[src/hw/spwm_regs.vh]
/*
 * spwm_regs.vh: reset values, field positions and timing counts for the
 * standard pulse-width modulator.
 * Assumes inclusion once per compile unit; guarded against repeats.
 */
`ifndef SPWM_REGS_VH
`define SPWM_REGS_VH

// channel control register fields
`define SPWM_CTL_DLOW_HI     5
`define SPWM_CTL_DLOW_LO     4
`define SPWM_CTL_MODE_HI     3
`define SPWM_CTL_MODE_LO     0
// any mode value with both upper mode bits set selects pulse-width mode
`define SPWM_MODE_PWM_HI     2'h3

// reset values
`define SPWM_RST_PERIOD      8'hFF
`define SPWM_RST_DUTY        8'h00
`define SPWM_RST_CTL         8'h00
`define SPWM_RST_TSEL        2'h0
`define SPWM_RST_PRESCALE    2'h0
`define SPWM_RST_COUNT       8'h00

// prescale field encodings
`define SPWM_PS_DIV1         2'h0
`define SPWM_PS_DIV4         2'h1

// timer clocks per count step at 1:1 prescale: four oscillator periods
`define SPWM_QUARTERS        4

`endif

[src/hw/spwm_core.v]
/*
 * spwm_core.v: standard single-output pulse-width modulator with three
 * selectable 8-bit period timers, prescaler, 10-bit double-buffered duty.
 * Assumes a host drives the configuration ports synchronously to mclk_in;
 * the sleep request is a pin and is synchronised here.
 */
`include "spwm_regs.vh"

module spwm_core #(
   parameter NTIMERS = 3
) (
   // clock and reset
   input  wire                   mclk_in,
   input  wire                   rst_in,
   // sleep request pin
   input  wire                   sleep_in,
   // period timer configuration, one field per timer
   input  wire [8*NTIMERS-1:0]   period_limit_reg_in,
   input  wire [2*NTIMERS-1:0]   timer_prescale_field_in,
   input  wire [NTIMERS-1:0]     timer_run_bit_in,
   input  wire [NTIMERS-1:0]     timer_flag_clear_in,
   // channel configuration
   input  wire [7:0]             duty_byte_reg_in,
   input  wire [7:0]             channel_control_reg_in,
   input  wire [1:0]             timer_select_field_in,
   input  wire                   pin_direction_bit_in,
   input  wire                   port_data_in,
   // status
   output wire [NTIMERS-1:0]     timer_match_flag_out,
   output wire [8*NTIMERS-1:0]   period_timer_count_out,
   output reg  [7:0]             active_duty_buffer_out,
   output reg  [1:0]             duty_low_latch_out,
   output reg                    pwm_level_out,
   // pin
   output reg                    pulse_output_pin_out,
   output reg                    pulse_output_pin_oe_n_out
);

   // sleep synchroniser: three stages, change counts when last two agree
   reg  [2:0]                    sleep_sync;
   reg                           asleep;

   always @(posedge mclk_in or posedge rst_in) begin
      if (rst_in) begin
         sleep_sync <= 3'h0;
         asleep     <= 1'b0;
      end else begin
         sleep_sync <= {sleep_sync[1:0], sleep_in};
         if (sleep_sync[2] == sleep_sync[1])
            asleep <= sleep_sync[2];
      end
   end

   // per-timer prescaler, counter and match flag
   wire [NTIMERS-1:0]            step;
   wire [NTIMERS-1:0]            wrap;
   wire [10*NTIMERS-1:0]         next_tb_all;

   genvar g;
   generate
      for (g = 0; g < NTIMERS; g = g + 1) begin : tmr
         wire [1:0] ps = timer_prescale_field_in[2*g+1:2*g];
         // a count step ends after 4, 16 or 64 clocks
         wire [5:0] full = (ps == `SPWM_PS_DIV1) ? 6'h03 :
                           (ps == `SPWM_PS_DIV4) ? 6'h0F : 6'h3F;
         wire       run  = timer_run_bit_in[g] && !asleep;
         reg  [5:0] tick;
         reg  [7:0] cnt;
         reg        flag;
         reg  [7:0] cnt_q;
         wire [5:0] next_tick = !run ? tick : (tick == full) ? 6'h00 : tick + 6'h01;
         wire [7:0] next_cnt  = wrap[g] ? `SPWM_RST_COUNT :
                                step[g] ? cnt + 8'h01 : cnt;
         assign step[g] = run && (tick == full);
         assign wrap[g] = step[g] && (cnt == period_limit_reg_in[8*g+7:8*g]);
         // time base as it stands after this edge, so the level drops exactly
         // duty quarter-steps after the period start; low bits are phase or prescaler
         assign next_tb_all[10*g+:10] = {next_cnt,
                                         (ps == `SPWM_PS_DIV1) ? next_tick[1:0] :
                                         (ps == `SPWM_PS_DIV4) ? next_tick[3:2] :
                                         next_tick[5:4]};
         assign timer_match_flag_out[g]         = flag;
         assign period_timer_count_out[8*g+:8] = cnt_q;

         // postscaler is absent by design: period is set by the limit and prescaler only
         always @(posedge mclk_in or posedge rst_in) begin
            if (rst_in) begin
               tick  <= 6'h00;
               cnt   <= `SPWM_RST_COUNT;
               flag  <= 1'b0;
               cnt_q <= `SPWM_RST_COUNT;
            end else begin
               tick <= next_tick;
               cnt  <= next_cnt;
               // a match in the clearing cycle wins over the clear
               if (wrap[g])
                  flag <= 1'b1;
               else if (timer_flag_clear_in[g])
                  flag <= 1'b0;
               cnt_q <= cnt;
            end
         end
      end
   endgenerate

   // selected timer view
   wire [1:0] sel      = (timer_select_field_in < NTIMERS) ?
                         timer_select_field_in : `SPWM_RST_TSEL;
   wire       sel_wrap = wrap[sel];
   wire [9:0] next_tb  = next_tb_all[10*sel+:10];

   // channel mode decode
   wire       pwm_mode = (channel_control_reg_in[`SPWM_CTL_MODE_HI:`SPWM_CTL_MODE_HI-1]
                          == `SPWM_MODE_PWM_HI);
   wire       ctl_zero = (channel_control_reg_in == `SPWM_RST_CTL);
   wire [9:0] next_duty = {duty_byte_reg_in,
                           channel_control_reg_in[`SPWM_CTL_DLOW_HI:`SPWM_CTL_DLOW_LO]};
   wire [9:0] act_duty  = {active_duty_buffer_out, duty_low_latch_out};
   reg        next_level;

   // output level: set at period start, cleared on duty match
   always @* begin
      next_level = pwm_level_out;
      if (!pwm_mode)
         next_level = 1'b0;
      else if (sel_wrap)
         next_level = (next_duty != 10'h000);
      else if (next_tb == act_duty)
         next_level = 1'b0;
   end

   // duty double buffer and output register; nothing moves while asleep
   always @(posedge mclk_in or posedge rst_in) begin
      if (rst_in) begin
         active_duty_buffer_out <= `SPWM_RST_DUTY;
         duty_low_latch_out     <= 2'h0;
         pwm_level_out          <= 1'b0;
      end else if (!asleep) begin
         // software has no write path to the buffer, so it reads only
         if (pwm_mode && sel_wrap) begin
            active_duty_buffer_out <= next_duty[9:2];
            duty_low_latch_out     <= next_duty[1:0];
         end
         pwm_level_out <= next_level;
      end
   end

   // pin driver: pulse only with direction bit cleared and module in control
   always @(posedge mclk_in or posedge rst_in) begin
      if (rst_in) begin
         pulse_output_pin_out      <= 1'b0;
         pulse_output_pin_oe_n_out <= 1'b1;
      end else begin
         pulse_output_pin_oe_n_out <= pin_direction_bit_in;
         if (ctl_zero)
            pulse_output_pin_out <= port_data_in;
         else if (!asleep)
            pulse_output_pin_out <= next_level;
      end
   end

endmodule

[config.mk]
export PLATFORM = sky130hd
export DESIGN_NAME = spwm_core
export DESIGN_NICKNAME = d
export VERILOG_FILES = /design/src/hw/spwm_core.v
export VERILOG_INCLUDE_DIRS = /design/src /design/src/hw
export SDC_FILE = /design/constraint.sdc
export NUM_CORES = 1
export LEC_CHECK = 0
export BUFFER_PORTS_ARGS = -buffer_cell sky130_fd_sc_hd__buf_4
export CORE_MARGIN = 3
export CORE_UTILIZATION = 36
export DETAILED_ROUTE_END_ITERATION = 8
export GPL_TIMING_DRIVEN = 0
export SLEW_MARGIN = 20
export SYNTH_ARGS = -nofsm -noshare
export SYNTH_HDL_FRONTEND = slang
export SYNTH_SLANG_ARGS = --single-unit
[constraint.sdc]
create_clock -name mclk_in -period 4.4 [get_ports mclk_in]
set_clock_uncertainty 0.05 [all_clocks]
set_input_delay 0.22 -clock mclk_in [delete_from_list [all_inputs] [get_ports mclk_in]]
set_output_delay 0.22 -clock mclk_in [all_outputs]
set_load 0.02 [all_outputs]
# After elaboration in Yosys (flattened, before gate mapping)
# Cells that the tools add are included.
[word_totals]
reg_bits = 86
in_bits = 59
out_inout_bits = 40
elab_cells = 101
[op_classes]
n_addsub = 6
mul = 1
n_lt_le_gt_ge = 2
eq_ne = 13
n_shift = 1
n_mux = 38
bitwise_logic = 1
n_reduce_logical = 20
[op_table]
columns = ["operator", "count"]
rows = [
  ["$mux W6", 12],
  ["$mux W8", 6],
  ["$shiftx A30 B7 Y10", 1],
  ["$add A8 B1 Y8 const B", 3],
  ["$eq A8 B8 Y1", 3],
  ["$add A6 B1 Y6 const B", 3],
  ["$eq A6 B6 Y1", 3],
  ["$mux W2", 7],
  ["$mux W1", 12],
  ["$eq A10 B10 Y1", 1],
  ["$logic_and A1 B1 Y1", 10],
  ["$reduce_bool A10 Y1", 1],
  ["$logic_not A8 Y1", 1],
  ["$eq A2 B1 Y1 const B", 3],
  ["$logic_not A2 Y1", 3],
  ["$reduce_bool A2 Y1", 3],
  ["$mul A3 B2 Y5 const A", 1],
  ["$lt A2 B3 Y1 const B", 1],
  ["$bmux W1 S2", 1],
  ["$eq A2 B2 Y1 const B", 1],
  ["$lt A2 B2 Y1 const B", 1],
  ["$ne A2 B1 Y1 const B", 1],
  ["$reduce_and A2 Y1", 1],
  ["$eq A1 B1 Y1", 1],
  ["2 further kinds", 2],
]

# Depth between registers and ports, before layout
[depth]
depth_word = 15
ltp_mapped = 12

# Least setup slack after synthesis
# Ideal clock, no wire load.
[synth_path]
path_type = "register -> register"
startpoint = "register tmr[2].tick[2]"
endpoint = "register pulse_output_pin_out"
setup_time_ns = 0.135
t_arrival_ns = 2.982
path_slack_ns = 1.233
path_stages_with_launch = 13
path_buffers = 2
period_less_slack_ns = 3.167
cell_sequence = "dfrtp_1 buf_2 or3_4 a2111oi_4 o21a_1 buf_6 o21ai_2 or4_4 a31o_1 a211oi_2 nand4_1 o31ai_2 a31oi_1"
[synth_between]
elab_chain_cells = 12
elab_cells_between_ends = 19
[synth_lines]
columns = ["item", "line_no", "rtl"]
rows = [
  ["start: declaration", "spwm_core.v:67", "reg [5:0] tick;"],
  ["start signal: assignment", "spwm_core.v:93", "tick <= next_tick;"],
  ["$add A6 B1 Y6 / $eq A6 B6 Y1 (equally long branches)", "spwm_core.v:71, spwm_core.v:74", ""],
  ["$mux W6 (2 in series)", "spwm_core.v:71", "wire [5:0] next_tick = !run ? tick : (tick == full) ? 6'h00 : tick + 6'h01;"],
  ["$mux W2", "spwm_core.v:80", "(ps == `SPWM_PS_DIV4) ? next_tick[3:2] :"],
  ["$mux W2", "spwm_core.v:79", "(ps == `SPWM_PS_DIV1) ? next_tick[1:0] :"],
  ["$shiftx A30 B7 Y10", "spwm_core.v:110", "wire [9:0] next_tb = next_tb_all[10*sel+:10];"],
  ["$eq A10 B10 Y1", "spwm_core.v:128", "else if (next_tb == act_duty)"],
  ["$mux W1", "spwm_core.v:128", ""],
  ["$mux W1 *", "spwm_core.v:126", "else if (sel_wrap)"],
  ["$mux W1 *", "spwm_core.v:124", "if (!pwm_mode)"],
  ["$mux W1 *", "spwm_core.v:157", "else if (!asleep)"],
  ["$mux W1 *", "spwm_core.v:155", "if (ctl_zero)"],
  ["end signal: assignment", "spwm_core.v:156", "pulse_output_pin_out <= port_data_in;"],
  ["end signal: assignment", "spwm_core.v:158", "pulse_output_pin_out <= next_level;"],
  ["end: declaration", "spwm_core.v:35", "output reg pulse_output_pin_out,"],
]
# Mark *: on every way between the ends. The rest lies on a longest branch, timed or not. The select of a mux whose other input is x is not followed.
# A chain may end at the register's enable or synchronous reset.

# Worst setup path in the final report
[layout_path]
startpoint = "register asleep"
endpoint = "register active_duty_buffer_out[5]"
[layout_between]
elab_chain_cells = 8
elab_cells_between_ends = 15
[layout_lines]
columns = ["item", "line_no", "rtl"]
rows = [
  ["start: declaration", "spwm_core.v:41", "reg asleep;"],
  ["start signal: assignment", "spwm_core.v:50", "asleep <= sleep_sync[2];"],
  ["$logic_not A1 Y1", "--", ""],
  ["$logic_and A1 B1 Y1", "spwm_core.v:66", "wire run = timer_run_bit_in[g] && !asleep;"],
  ["$logic_and A1 B1 Y1", "spwm_core.v:74", "assign step[g] = run && (tick == full);"],
  ["$logic_and A1 B1 Y1", "spwm_core.v:75", "assign wrap[g] = step[g] && (cnt == period_limit_reg_in[8*g+7:8*g]);"],
  ["$bmux W1 S2", "spwm_core.v:109", "wire sel_wrap = wrap[sel];"],
  ["$mux W1 (implied by the code)", "spwm_core.v:109", ""],
  ["$logic_and A1 B1 Y1", "spwm_core.v:140", "if (pwm_mode && sel_wrap) begin"],
  ["$reduce_and A2 Y1 (no line) *", "--", ""],
  ["end signal: assignment", "spwm_core.v:135", "active_duty_buffer_out <= `SPWM_RST_DUTY;"],
  ["end signal: assignment", "spwm_core.v:141", "active_duty_buffer_out <= next_duty[9:2];"],
  ["end: declaration", "spwm_core.v:31", "output reg [7:0] active_duty_buffer_out,"],
]
# Marked as above.

==> summary.md <==
| Metric | Value |
|---|---|
| Clock Path Buffers | `2` |
| Area of the core | `approximately 0.013 sq mm` |
| Synth cell types | `64` |
| Clock root buffer | `clkbuf_16` |
| Pwr dens | `slightly above 400 mW/mm^2` |
| Uppermost layer routed | `met4` |
| Minimum clock period after layout | `3730 ps` |
| Max VDD drop | `approximately 220 uV` |
| Nets@finish | `between 600 and 700` |
| Die area | `0.0149 sq mm` |
| CTS tree | `yes` |
| Max Fclk | `between 200 and 300 MHz` |
| Layout area overhead | `27.5%` |
| RSZ-0062 raised after global routing | `no` |
| DR pass1 iterations | `5` |
| Post-synth ARST share | `1.00` |
| Largest area contributor in the netlist | `dfrtp_1` |
| Metal2 WL | `6.17 mm` |
| Min-delay src | `timer_flag_clear_in[1]` |
| Wire length on met3 | `~910 um` |
| CP startpoint | `asleep` |
| Die Width | `roughly 120 um` |
| Arrival @ worst endpoint | `between 3000 and 4000 ps` |
| Most numerous cell in the Yosys netlist | `dfrtp_1` |
| Synth top area cells | `dfrtp_1 (44%), xnor2_1 (5.4%), o21ai_0 (4.4%)` |
| Die Y | `roughly 120 um` |
| Hpwl dp | `approximately 10 mm` |
| Pleak | `2.67 nW` |
| CP Max Fanout | `10` |
| Antenna Diode Count | `0` |
| # setup viols final | `0` |
| Fraction of layout cells with a size suffix above 1 | `0.244` |
| CTS buffer count | `9` |
| Slew @ Worst Pin | `around 800 ps` |
| Reg2Reg Depth | `9` |
| Drt drc | `0` |
| # clock sinks | `86` |
| Post-synth EDFFs | `0` |
| Hold/Removal Path Class | `in -> reg` |
| Mapped cell area | `0.00486 sq mm` |
| Initial Utilization | `0.376` |
| Hold path cells | `2` |
| Fin util | `0.479` |
| M1 WL | `approximately 5.9 mm` |
| Mapped Nets | `about 570` |
| First-pass GRT wire length | `between 20 and 25 mm` |
| Post-CTS Setup Repair Bufs | `0` |
| # port buffers | `97` |
| Max-slew headroom | `0.468` |
| Largest net degree at the start of global routing | `between 50 and 60` |
| Worst r2r src | `asleep` |
| Ys Warns | `0` |
| Setup TNS | `0 ps` |
| Cells after Synth | `503` |
| GP Congestion | `approximately 0.86` |
| Avg WL per Cell | `about 17 um` |
| Vias per inst | `5.50` |
| Routed vias | `around 4.4k` |
| Final wirelength | `~13 mm` |
| Commonest cells in the netlist | `dfrtp_1 (85), nand2_1 (53), o21ai_0 (43), xnor2_1 (30), nor2_1 (27)` |
| Outcome | `complete, no violations` |
| Skew-Pair Late Insertion Delay | `between 300 and 400 ps` |
| Total congestion overflow | `0` |
| Filler Cell Count | `approximately 1.3k` |
| Final-report hold violation count | `0` |
| Antenna violations before repair | `0` |
| Fin crit share | `0.848` |
| Post-synthesis sequential area ratio | `0.443` |
| Post-synth top area share | `0.438` |
| Dominant synthesized flop cell | `dfrtp_1` |
| Critical Path RT | `4570 ps` |
| Num rows | `~40` |
| Post-route ant nets | `0` |
| Slew Viols, Final | `0` |
| Initial detailed-routing violation count | `328` |
| I/O pin count | `between 90 and 100` |
| MaxCap Viol Count | `0` |
| WS Path Type | `reg -> reg` |
| Vias in the first global route | `about 4.3k` |
| CTS H-tree lvls | `3` |
| Worst setup EP type | `flop` |
| Worst-path clk slew | `around 60 ps` |
| GRT Overall Usage | `0.182` |
| Avg Cell Area, Syn | `9.66 sq um` |
| Startpoint types | `flop` |
| Number of synthesized register bits | `86` |
-- metrics by stage --
step                instances  power (mW)  area [sq um]  hold WS, ps  setup WS (ps)
finish                    792        2.50          6190         14.1            667
global route              792        2.65          6190         19.3            359
CTS                       792        2.52          6190         4.64            661
detailed placement        773        1.65          5830          196            698
global placement          772        1.62          5800          280            742
floorplan                 503        1.44          4860          174           1230
-- where the power goes --
group | total (mW) | internal, mW | switching (mW)
Sequential | 1.03 | 0.908 | 0.120
Clock | 0.860 | 0.553 | 0.307
Combinational | 0.609 | 0.278 | 0.331
-- worst max-delay path, cell delays in order, from the launching register on --
cell	delay (ps)
dfrtp_1	470
nor2b_1	140
clkbuf_1	250
nand2_1	230
a21oi_1	680
nand2_1	230
mux2_2	340
o22ai_1	380
clkbuf_1	440
mux2_2	390
-- area by class of cell --
class | instances | area, sq um | share of cell area
clock inverters | 5 | 100 | 0.0162
clock buffers | 11 | 233 | 0.0376
well taps | 172 | 215 | 0.0347
flip-flops and latches | 86 | 2150 | 0.348
plain buffers | 18 | 87.6 | 0.0141
inverters | 13 | 51.3 | 0.00828
repair buffers | 101 | 786 | 0.127
multi-input cells | 386 | 2570 | 0.415
-- cells in the final DEF, fill, tap and decap left out, drive strengths merged, types with 8 or more instances in the layout --
master and count:
o21ai 45, dfrtp 85, o211ai 8, or2 9, nor4 8, xnor2 30
nor2 27, nand2b 9, xor2 9, mux2 15, a21oi 8, clkbuf 24
and2 8, buf 103, nand2 53, o31ai 8, inv 13, nand4 13
nor3 8, nand3 20
-- sequential cells by signal, indices dropped and copies added (netlist names) --
| name | count |
|---|---|
| tmr.cnt | 24 |
| tmr.cnt_q | 24 |
| tmr.tick | 18 |
| active_duty_buffer_out | 8 |
| sleep_sync | 3 |
| tmr.flag | 3 |
| duty_low_latch_out | 2 |
| asleep | 1 |
| pulse_output_pin_oe_n_out | 1 |
| pulse_output_pin_out | 1 |
| pwm_level_out | 1 |
-- path summary, 6_finish.rpt --
path	slack, ps	end
setup / recovery	670	active_duty_buffer_out[5]
hold / removal	10	tmr[1].flag
setup reg to reg	670	active_duty_buffer_out[5]
hold reg to reg	300	sleep_sync[1]
max in group asynchronous	3310	tmr[0].tick[3]
min in group asynchronous	380	tmr[1].cnt_q[1]
-- per-layer routing --
metal  vias up  global-route usage
met2       163               0.289
met1      2083               0.246
met4         0              0.0504
met3        21              0.0501
li1       2086                   -
met5         -                   0
-- kinds of logic (layout without fill, tap and decap cells) --
| group | count (synthesis) | after routing | share of synthesized area |
|---|---|---|---|
| mux | 20 | 20 | 0.0451 |
| fa+ha+maj | 7 | 7 | 0.0175 |
| buf+inv | 31 | 148 | 0.0281 |
| compound gates | 130 | 130 | 0.190 |
| xor+xnor | 39 | 39 | 0.0703 |
| simple gates | 190 | 190 | 0.206 |
| flops | 86 | 86 | 0.443 |
-- what timing repair did --
| item | CTS | global route |
|---|---|---|
| hold buffers | 3 | 0 |
| endpoints found under the hold margin | 30 | 0 |
| resized for setup | 0 | 0 |
No activity file was read; power rests on OpenSTA's default activity.
